File: src/hdl/dsw_pkg.sv
// register map, field positions, reset values and states of the deep standby wake-up timer
// assumes a byte-wide register port with 24-bit addresses
package dsw_pkg;

	// register addresses
	localparam logic [23:0] ADDR_TIMER_CTRL  = 24'hff_fabc;
	localparam logic [23:0] ADDR_CNT_LO      = 24'hff_fab4;
	localparam logic [23:0] ADDR_CNT_MID     = 24'hff_fab5;
	localparam logic [23:0] ADDR_CNT_HI      = 24'hff_fab6;
	localparam logic [23:0] ADDR_WAKE_ENABLE = 24'hff_fe72;
	localparam logic [23:0] ADDR_WAKE_FLAGS  = 24'hff_fe73;
	localparam logic [23:0] ADDR_EDGE_SELECT = 24'hff_fe74;
	localparam logic [23:0] ADDR_IRQ_STATUS  = 24'hff_fe76;
	localparam logic [23:0] ADDR_IRQ_MASK    = 24'hff_fe77;

	// wake source bit positions, shared by enable, flag, status and mask; edge select uses all but the timer bit
	localparam int BIT_NMI   = 7;
	localparam int BIT_TIMER = 5;
	localparam int BIT_REQ3  = 3;
	localparam int BIT_REQ0  = 0;
	localparam logic [7:0] SRC_MASK  = 8'h00af;
	localparam logic [7:0] EDGE_MASK = 8'h008f;

	// timer control fields
	localparam int BIT_EXT_CLK = 7;
	localparam int BIT_RUN     = 5;
	localparam int CKS_HI      = 1;
	localparam int CKS_LO      = 0;
	localparam logic [1:0] CKS_DIV_32768 = 2'h1;
	localparam logic [7:0] CTRL_MASK     = 8'h00a3;

	// subclock prescale and counter width
	localparam int SUB_DIV   = 32768;
	localparam int CNT_WIDTH = 24;

	// reset values
	localparam logic [7:0] RST_CTRL   = 8'h0000;
	localparam logic [7:0] RST_ENABLE = 8'h0000;
	localparam logic [7:0] RST_FLAGS  = 8'h0000;
	localparam logic [7:0] RST_EDGE   = 8'h0000;
	localparam logic [7:0] RST_MASK   = 8'h0000;

	// standby state
	typedef enum logic [0:0]
	{
		DSW_ST_RUN  = 1'b0,
		DSW_ST_DEEP = 1'b1
	} dsw_state_e;

endpackage

File: src/hdl/dsw_edge_if.sv
// per-pin link between the wake controller and one edge detector
// assumes both ends share core_clk_in
`timescale 1ns/10ps
interface dsw_edge_if;
	logic edge_rising;
	logic hit;

	modport ctrl
	(
		output edge_rising,
		input  hit
	);
	modport det
	(
		input  edge_rising,
		output hit
	);
endinterface

File: src/hdl/dsw_edge_detect.sv
// synchroniser and selectable edge detector for one asynchronous pin
// assumes the pin is asynchronous to core_clk_in
`timescale 1ns/10ps
module dsw_edge_detect
(
	// clock and reset
	input  wire logic core_clk_in,
	input  wire logic rst_b_in,
	// pin and control link
	input  wire logic pin_in,
	dsw_edge_if.det   link
);

	logic [2:0] sync_q;
	logic [2:0] sync_d;
	logic       hit_q;
	logic       hit_d;

	// two-stage synchroniser, third stage holds the previous level
	always_comb
	begin
		sync_d = {sync_q[1:0], pin_in};
		hit_d  = link.edge_rising ? (sync_q[1] & ~sync_q[2]) : (~sync_q[1] & sync_q[2]);
	end

	always_ff @(posedge core_clk_in or negedge rst_b_in)
	begin
		if (!rst_b_in)
		begin
			sync_q <= 3'h7;
			hit_q  <= 1'b0;
		end
		else
		begin
			sync_q <= sync_d;
			hit_q  <= hit_d;
		end
	end

	assign link.hit = hit_q;
endmodule // dsw_edge_detect

File: src/hdl/dsw_wakeup_timer.sv
// deep standby wake-up control with long-interval subclock timer and register port
// assumes a byte register port on core_clk_in; pins and subclock are asynchronous
`timescale 1ns/10ps
module dsw_wakeup_timer #(
	parameter int CNT_W = dsw_pkg::CNT_WIDTH,
	parameter int DIV   = dsw_pkg::SUB_DIV
)
(
	// clock and reset
	input  wire logic        core_clk_in,
	input  wire logic        rst_b_in,
	// register port
	input  wire logic [23:0] addr_in,
	input  wire logic [7:0]  wr_data_in,
	input  wire logic        wr_en_in,
	input  wire logic        rd_en_in,
	output logic      [7:0]  rd_data_out,
	// wake pins and subclock
	input  wire logic        nmi_pin_in,
	input  wire logic [3:0]  req_pin_in,
	input  wire logic        sub_clock_in,
	// sleep control from the cpu
	input  wire logic        sleep_exec_in,
	input  wire logic        standby_select_in,
	input  wire logic        deep_standby_select_in,
	input  wire logic        standby_clear_pending_in,
	// status outputs
	output logic             deep_standby_out,
	output logic             wake_out,
	output logic             irq_out
);

	localparam int PRE_W = $clog2(DIV);

	dsw_edge_if edge_link [6] ();
	logic [5:0] pin_vec;
	logic [7:0] ctrl_q, ctrl_d, enable_q, enable_d, edge_q, edge_d;
	logic [7:0] flags_q, flags_d, armed_q, armed_d, status_q, status_d, mask_q, mask_d;
	logic [7:0] rd_data_q, rd_data_d, events;
	logic [CNT_W-1:0] cnt_q, cnt_d;
	logic [PRE_W-1:0] pre_q, pre_d;
	logic [23:0]      cnt_rd;
	logic       tick, ovf, sub_rise, run, wake_q, wake_d;
	dsw_pkg::dsw_state_e state_q, state_d;

	// pin order: req0..req3, nmi, subclock
	assign pin_vec = {sub_clock_in, nmi_pin_in, req_pin_in};

	// one synchroniser and edge detector per pin
	for (genvar g = 0; g < 6; g++)
	begin : g_pin
		dsw_edge_detect u_edge
		(
			.core_clk_in (core_clk_in),
			.rst_b_in    (rst_b_in),
			.pin_in      (pin_vec[g]),
			.link        (edge_link[g])
		);
	end
	for (genvar g = 0; g < 4; g++)
	begin : g_req_sel
		assign edge_link[g].edge_rising = edge_q[dsw_pkg::BIT_REQ0 + g];
	end
	assign edge_link[4].edge_rising = edge_q[dsw_pkg::BIT_NMI];
	assign edge_link[5].edge_rising = 1'b1;
	assign sub_rise = edge_link[5].hit;

	// prescaler and long-interval counter
	always_comb
	begin
		run   = ctrl_q[dsw_pkg::BIT_RUN];
		tick  = 1'b0;
		pre_d = pre_q;
		cnt_d = cnt_q;
		if (!run)
		begin
			pre_d = '0;
			cnt_d = '0;
		end
		else if (!ctrl_q[dsw_pkg::BIT_EXT_CLK] &&
			ctrl_q[dsw_pkg::CKS_HI:dsw_pkg::CKS_LO] == dsw_pkg::CKS_DIV_32768 && sub_rise)
		begin
			tick  = (pre_q == PRE_W'(DIV - 1));
			pre_d = tick ? '0 : PRE_W'(pre_q + 1'b1); // wraps at DIV, power of two or not
			if (tick)
				cnt_d = cnt_q + 1'b1;
		end
		ovf = tick && (&cnt_q);
	end

	always_ff @(posedge core_clk_in or negedge rst_b_in)
	begin
		if (!rst_b_in)
		begin
			pre_q <= '0;
			cnt_q <= '0;
		end
		else
		begin
			pre_q <= pre_d;
			cnt_q <= cnt_d;
		end
	end

	// wake events in register layout
	always_comb
	begin
		events = 8'h0000;
		events[dsw_pkg::BIT_REQ3:dsw_pkg::BIT_REQ0] =
			{edge_link[3].hit, edge_link[2].hit, edge_link[1].hit, edge_link[0].hit};
		events[dsw_pkg::BIT_NMI]   = edge_link[4].hit;
		events[dsw_pkg::BIT_TIMER] = ovf;
	end

	// counter widened to the three readback bytes; a narrow counter reads zero above its top
	assign cnt_rd = 24'(cnt_q);

	// registers, flags, interrupt status and read data
	always_comb
	begin
		ctrl_d    = ctrl_q;
		enable_d  = enable_q;
		edge_d    = edge_q;
		mask_d    = mask_q;
		flags_d   = flags_q;
		armed_d   = armed_q;
		status_d  = status_q;
		rd_data_d = 8'h0000;
		if (wr_en_in)
		begin
			case (addr_in)
				dsw_pkg::ADDR_TIMER_CTRL:  ctrl_d   = wr_data_in & dsw_pkg::CTRL_MASK;
				dsw_pkg::ADDR_WAKE_ENABLE: enable_d = wr_data_in & dsw_pkg::SRC_MASK;
				dsw_pkg::ADDR_EDGE_SELECT: edge_d   = wr_data_in & dsw_pkg::EDGE_MASK;
				dsw_pkg::ADDR_IRQ_MASK:    mask_d   = wr_data_in & dsw_pkg::SRC_MASK;
				dsw_pkg::ADDR_IRQ_STATUS:  status_d = status_q & ~wr_data_in;
				dsw_pkg::ADDR_WAKE_FLAGS:
				begin
					flags_d = flags_q & ~(armed_q & ~wr_data_in);
					armed_d = 8'h0000;
				end
				default: ;
			endcase
		end
		if (rd_en_in)
		begin
			case (addr_in)
				dsw_pkg::ADDR_TIMER_CTRL:  rd_data_d = ctrl_q;
				dsw_pkg::ADDR_CNT_LO:      rd_data_d = cnt_rd[7:0];
				dsw_pkg::ADDR_CNT_MID:     rd_data_d = cnt_rd[15:8];
				dsw_pkg::ADDR_CNT_HI:      rd_data_d = cnt_rd[23:16];
				dsw_pkg::ADDR_WAKE_ENABLE: rd_data_d = enable_q;
				dsw_pkg::ADDR_EDGE_SELECT: rd_data_d = edge_q;
				dsw_pkg::ADDR_IRQ_STATUS:  rd_data_d = status_q;
				dsw_pkg::ADDR_IRQ_MASK:    rd_data_d = mask_q;
				dsw_pkg::ADDR_WAKE_FLAGS:
				begin
					rd_data_d = flags_q;
					armed_d   = flags_q;
				end
				default:                   rd_data_d = 8'h0000;
			endcase
		end
		flags_d  = flags_d | events;
		status_d = status_d | events;
	end

	always_ff @(posedge core_clk_in or negedge rst_b_in)
	begin
		if (!rst_b_in)
		begin
			ctrl_q    <= dsw_pkg::RST_CTRL;
			enable_q  <= dsw_pkg::RST_ENABLE;
			edge_q    <= dsw_pkg::RST_EDGE;
			mask_q    <= dsw_pkg::RST_MASK;
			flags_q   <= dsw_pkg::RST_FLAGS;
			armed_q   <= 8'h0000;
			status_q  <= 8'h0000;
			rd_data_q <= 8'h0000;
		end
		else
		begin
			ctrl_q    <= ctrl_d;
			enable_q  <= enable_d;
			edge_q    <= edge_d;
			mask_q    <= mask_d;
			flags_q   <= flags_d;
			armed_q   <= armed_d;
			status_q  <= status_d;
			rd_data_q <= rd_data_d;
		end
	end

	// deep standby entry and exit; standby select is owned by the cpu
	always_comb
	begin
		state_d = state_q;
		wake_d  = 1'b0;
		case (state_q)
			dsw_pkg::DSW_ST_RUN:
				if (sleep_exec_in && standby_select_in && deep_standby_select_in &&
					!standby_clear_pending_in)
					state_d = dsw_pkg::DSW_ST_DEEP;
			dsw_pkg::DSW_ST_DEEP:
				if (|(flags_q & enable_q))
				begin
					state_d = dsw_pkg::DSW_ST_RUN;
					wake_d  = 1'b1;
				end
			default: state_d = dsw_pkg::DSW_ST_RUN;
		endcase
	end

	always_ff @(posedge core_clk_in or negedge rst_b_in)
	begin
		if (!rst_b_in)
		begin
			state_q <= dsw_pkg::DSW_ST_RUN;
			wake_q  <= 1'b0;
		end
		else
		begin
			state_q <= state_d;
			wake_q  <= wake_d;
		end
	end

	assign rd_data_out      = rd_data_q;
	assign deep_standby_out = (state_q == dsw_pkg::DSW_ST_DEEP);
	assign wake_out         = wake_q;
	assign irq_out          = |(status_q & mask_q);
endmodule // dsw_wakeup_timer

File: config.mk
export PLATFORM = sky130hd
export DESIGN_NAME = dsw_wakeup_timer
export DESIGN_NICKNAME = d
export VERILOG_FILES = /design/src/hdl/dsw_pkg.sv /design/src/hdl/dsw_edge_if.sv /design/src/hdl/dsw_edge_detect.sv /design/src/hdl/dsw_wakeup_timer.sv
export SDC_FILE = /design/constraint.sdc
export NUM_CORES = 1
export LEC_CHECK = 0
export ABC_AREA = 1
export BUFFER_PORTS_ARGS = -buffer_cell sky130_fd_sc_hd__buf_2
export CORE_MARGIN = 1.5
export CORE_UTILIZATION = 57
export CTS_CLUSTER_SIZE = 12
export DETAILED_ROUTE_END_ITERATION = 7
export GPL_ROUTABILITY_DRIVEN = 1
export HOLD_SLACK_MARGIN = 0.08
export PLACE_DENSITY = 0.76
export SYNTH_ARGS = -nofsm -noshare
export SYNTH_HDL_FRONTEND = slang
export SYNTH_SLANG_ARGS = --single-unit
File: constraint.sdc
create_clock -name core_clk_in -period 5.35 [get_ports core_clk_in]
set_clock_uncertainty 0.2 [all_clocks]
set_input_delay 0.535 -clock core_clk_in [delete_from_list [all_inputs] [get_ports core_clk_in]]
set_output_delay 0.535 -clock core_clk_in [all_outputs]
set_load 0.02 [all_outputs]
# Word level (Yosys, flattened, before mapping)
# Cells that the tools add are included.
# op_classes
addsub	2
mux	28
n_bitwise	32
eq_ne	13
reduce_logical	16
# ops
operator	n
$eq 24x24->1 const B	9
$mux 24	3
$mux 8	9
$pmux 8 s9	1
$mux 15	3
$and 8x8->8	5
$add 24x1->24 const B	1
$reduce_and 24->1	1
$not 8->8	2
$or 8x8->8	2
$reduce_or 8->1	2
$add 15x1->15 const B	1
$eq 15x15->1 const B	1
$not 1->1	12
$and 1x1->1	11
$mux 1	11
$reduce_and 2->1	5
$logic_and 1x1->1	6
$ne 2x1->1 const B	2
$eq 2x1->1 const B	1
$logic_not 1->1	2
$pmux 1 s2	1
# totals
regBits	118
inputBits	46
wordCells	115

# Depth between registers and ports, before layout
# logic_depth
word_depth	7
depth_mapped	13
ltp_nobuf	12

# Hierarchy
# Synthesis repeated with hierarchy kept, for this count alone.
# unflattened
hier_cells	760
area_unflattened_um2	6216.0
# by_module_without_submodules
module	cells_per_inst	n_inst	area_per_inst_um2	seq_area_each_um2
dsw_wakeup_timer	700	1	5442.7	2352.3
dsw_edge_detect	10	6	128.9	103.8

# Worst setup path before layout
# OpenSTA, ideal clock, no wires.
# synth_path
path_kind	input-to-reg
startpoint	input port addr_in[13]
endpoint	register status_q[0]
path_stages	9
arrival_ps	1589
required_time_ps	5032
setup_ps	118
path_slack_ps	3443
cell_sequence	nand2_1 -> nor2_2 -> nand2_1 -> nor2_4 -> buf_4 -> nand2_1 -> nor2_2 -> nand2_1 -> a21o_1
# synth_via
elab_chain_len	4
# synth_rtl
item	line	rtl
start, declared	dsw_wakeup_timer.sv:13	input wire logic [23:0] addr_in,
$eq 24x24->1	dsw_wakeup_timer.sv:131	case (addr_in)
$mux 8	dsw_wakeup_timer.sv:131	
$mux 8	dsw_wakeup_timer.sv:129	if (wr_en_in)
$or 8x8->8	dsw_wakeup_timer.sv:165	status_d = status_d | events;
net status_d[0]	dsw_wakeup_timer.sv:38	logic [7:0] flags_q, flags_d, armed_q, armed_d, status_q, status_d, mask_q, mask_d;
end signal, assigned	dsw_wakeup_timer.sv:189	status_q <= status_d;
end, declared	dsw_wakeup_timer.sv:38	
# The timed path passes the listed nets, and every way through them passes these cells.
# A chain may end at the register's enable or synchronous reset.

# Final worst setup path
# layout_path
startpoint	register pre_q[0]
endpoint	register cnt_q[12]
# layout_via
elab_chain_len	3
# layout_rtl
item	line	rtl
start, declared	dsw_wakeup_timer.sv:41	logic [PRE_W-1:0] pre_q, pre_d;
start signal, assigned	dsw_wakeup_timer.sv:100	pre_q <= pre_d;
$eq 15x15->1	dsw_wakeup_timer.sv:83	tick = (pre_q == PRE_W'(DIV - 1));
$ne 2x1->1 (no line)	-	
$reduce_and 2->1 (no line)	-	
end signal, assigned	dsw_wakeup_timer.sv:101	cnt_q <= cnt_d;
end, declared	dsw_wakeup_timer.sv:40	logic [CNT_W-1:0] cnt_q, cnt_d;
# No other way between the ends.

==> results.ini <==
[worst_setup_path]
crit_type=reg2reg
regToRegStartpoint=pre_q[0]$_DFFE_PN0P_
arrival_ps=2780
crit_end=cnt_q[12]$_DFFE_PN0P_
reg2reg_depth=8
crit_path_start=pre_q[0]$_DFFE_PN0P_
crit_required_ps=5580
critPathLaunchType=flop
crit_path_end_kind=flop
r2r_slack_ps=2800
timing.rr.end=cnt_q[12]$_DFFE_PN0P_
cp_max_fo=11

[yosys]
yosysUniqueCellTypes=42
synth_edf_count=0
postSynth.asyncResetShare_pct=100
syn_nets=813
synthCells=765
yosys_warnings=0
synth_top_family_by_area=simple AND/OR/NAND/NOR gates
seq_area_frac_synth_pct=49.8
synth_seq_cells=118
synth-simple-area-share_pct=32.2
synth-xor-area-share_pct=1.03
synth_top_flop_cell=dfrtp_1
synth_area_per_cell_sq_um=7.81
synth_compound_area_share_pct=8.65
synth_fa_ha_area_share_pct=0.419
synth_area_sq_mm=0.00598
synthMuxAreaShare_pct=0

[detailed_routing]
vias=5507
post-route-drc-count=0
routedWlPerCell_microns=15.5
dr.first_iter.drc_count=469
avgViaCountPerCell=5.57
ant_nets=0
drt-pass1-iter-count=6
drt-total-wl_microns=15300

[timing]
final-hold-violation-count=0
slew_viol_final=0
tns_ps=0
finalCriticalPeriod_ps=2550
relSlewSlack_pct=28.8
setup_viol=0
fmax_mhz=392
worst_pin_slew_ps=1070
rsz0062_at_grt=no
whs_ps=103
finalCritPeriodShare_pct=47.7

[finish]
instances_no_fill=988
final_common_cell=nand2_1
drive_gt1_share_pct=16.3
n_fill_cell=864
layout_common_cells=nand2_1 (174), inv_1 (101), dfrtp_1 (100), nand3_1 (98), nor2_1 (88)
n_antenna_cell=0
syn_to_final_growth_pct=18.4
final_util_pct=69.2
nets=887

[global_route]
grt_max_degree=89
grt_first_pass_wirelength_microns=25600
grt_pass1_vias=5193
grt_use_total_pct=29.8
overflow=0
antenna_found_initial=0

[clock_network]
tritoncts=done
numClockSinks=118
cts_hold_buf=10
cts-root-buf=clkbuf_8
insertion_delay_ps=540
h-tree-depth=4
clockBufferDepth=2
cts_setup_buffers=0
path_clk_slew_ps=60
numCtsBuffers=17
cts_resized=0

[die]
start_util_pct=58.4
die_h_microns=105
fp.dieW_microns=105
io_pins=57
core_sq_mm=0.0102
die_area_sq_mm=0.0111
rows=37

[worst_hold_path]
hold_path.class=in2reg

[placement]
place_congestion=0.926
place.port_buffers=56
dp_cells=946
hpwl_microns=11000

[power_and_ir_drop]
ir_drop_v=0.000316
p_leak_nw=3.35
power_density_mw_per_mm2=306

[status]
status=finished, final reports clean

[run]
max_cap_viol_count=0

through the flow:
step,worst slack (ps),instance area (sq um),total power [mW]
floorplan,3440,5980,0.945
global placement,2860,6360,0.988
detailed placement,2830,6360,0.990
CTS,2840,7080,2.18
global route,2580,7080,2.23
finish,2800,7080,2.17
worst max-delay path: stages, from the launching register on:
cell	delay, ps
dfrtp_1	380
ha_1	190
nand3_1	120
nor2_2	210
nand4_1	530
clkinv_1	420
nand3_1	160
o21ai_0	180
nor2_1	60
report_power, final:
part / total [mW] / switching, mW / internal, mW
clock: 1.19 / 0.428 / 0.760
sequential: 0.913 / 0.00470 / 0.908
combinational: 0.0668 / 0.0433 / 0.0235
synth_stat cells (2+ instances only):
master / n / share of area (%)
dfstp_2: 18 / 7.9
o21ai_0: 40 / 3.3
nor2_2: 9 / 0.94
a31oi_1: 2 / 0.21
a21o_1: 6 / 0.75
nor3_1: 11 / 0.92
dfrtp_1: 100 / 42
ha_1: 2 / 0.42
clkbuf_1: 2 / 0.13
and3_1: 2 / 0.21
nand2_1: 174 / 11
a21oi_1: 19 / 1.6
buf_2: 4 / 0.33
o21ai_1: 20 / 1.7
nand2_2: 9 / 0.94
nor4_1: 4 / 0.42
nand4_1: 15 / 1.6
a21boi_0: 2 / 0.25
buf_4: 4 / 0.50
nor2_1: 88 / 5.5
nand3_1: 98 / 8.2
xor2_1: 6 / 0.88
inv_2: 4 / 0.25
nor2_4: 7 / 1.3
inv_1: 101 / 6.3
nor3b_1: 2 / 0.25
per-layer routing:
metal | GRT usage, % | part of all wire [%] | up-vias
met3 | 7.30 | 8.1 | 32
li1 | - | - | 2624
met4 | 12.0 | 2.3 | 0
met2 | 45.6 | 46 | 260
met1 | 41.1 | 43 | 2591
met5 | 0 | 0 | -
final cells by class:
| cell class | count | area, sq um | area share [%] |
|---|---|---|---|
| Sequential cell | 118 | 2980 | 42.0 |
| Clock inverter | 14 | 196 | 2.77 |
| Clock buffer | 18 | 418 | 5.90 |
| Multi-Input combinational cell | 528 | 2530 | 35.7 |
| Tap cell | 136 | 170 | 2.40 |
| Timing Repair Buffer | 67 | 390 | 5.51 |
| Inverter | 107 | 403 | 5.69 |
sequential cells by signal, summed over array words and instances (netlist names):
| register | cells |
|---|---|
| cnt_q | 24 |
| g_pin.u_edge.sync_q | 18 |
| pre_q | 15 |
| armed_q | 8 |
| flags_q | 8 |
| rd_data_out | 8 |
| status_q | 8 |
| enable_q | 6 |
| g_pin.u_edge.link.hit | 6 |
| mask_q | 6 |
| edge_q | 5 |
| ctrl_q | 4 |
| deep_standby_out | 1 |
| wake_out | 1 |
cell families (layout without fill, tap and decap cells):
logic type | Yosys count | in the layout
simple gates | 424 | 424
fa+ha+maj | 2 | 2
xor+xnor | 7 | 7
flops | 118 | 118
compound gates | 95 | 95
buf+inv | 119 | 206
how the worst min path moves through the flow:
stage                                                   start                                   to  slack [ps]  cells after the start
after floorplan                                      rst_b_in                 armed_q[0]$_DFF_PN0_          40                      0
after global placement    g_pin[2].u_edge.sync_q[0]$_DFF_PN1_  g_pin[2].u_edge.sync_q[1]$_DFF_PN1_         150                      0
after detailed placement  g_pin[4].u_edge.sync_q[0]$_DFF_PN1_  g_pin[4].u_edge.sync_q[1]$_DFF_PN1_         150                      0
after CTS                                       wr_data_in[2]                status_q[2]$_DFF_PN0_          80                      3
after global routing                            wr_data_in[2]                status_q[2]$_DFF_PN0_          90                      3
final                                           wr_data_in[2]                status_q[2]$_DFF_PN0_         100                      3
Power figures use the tool's default switching activity.
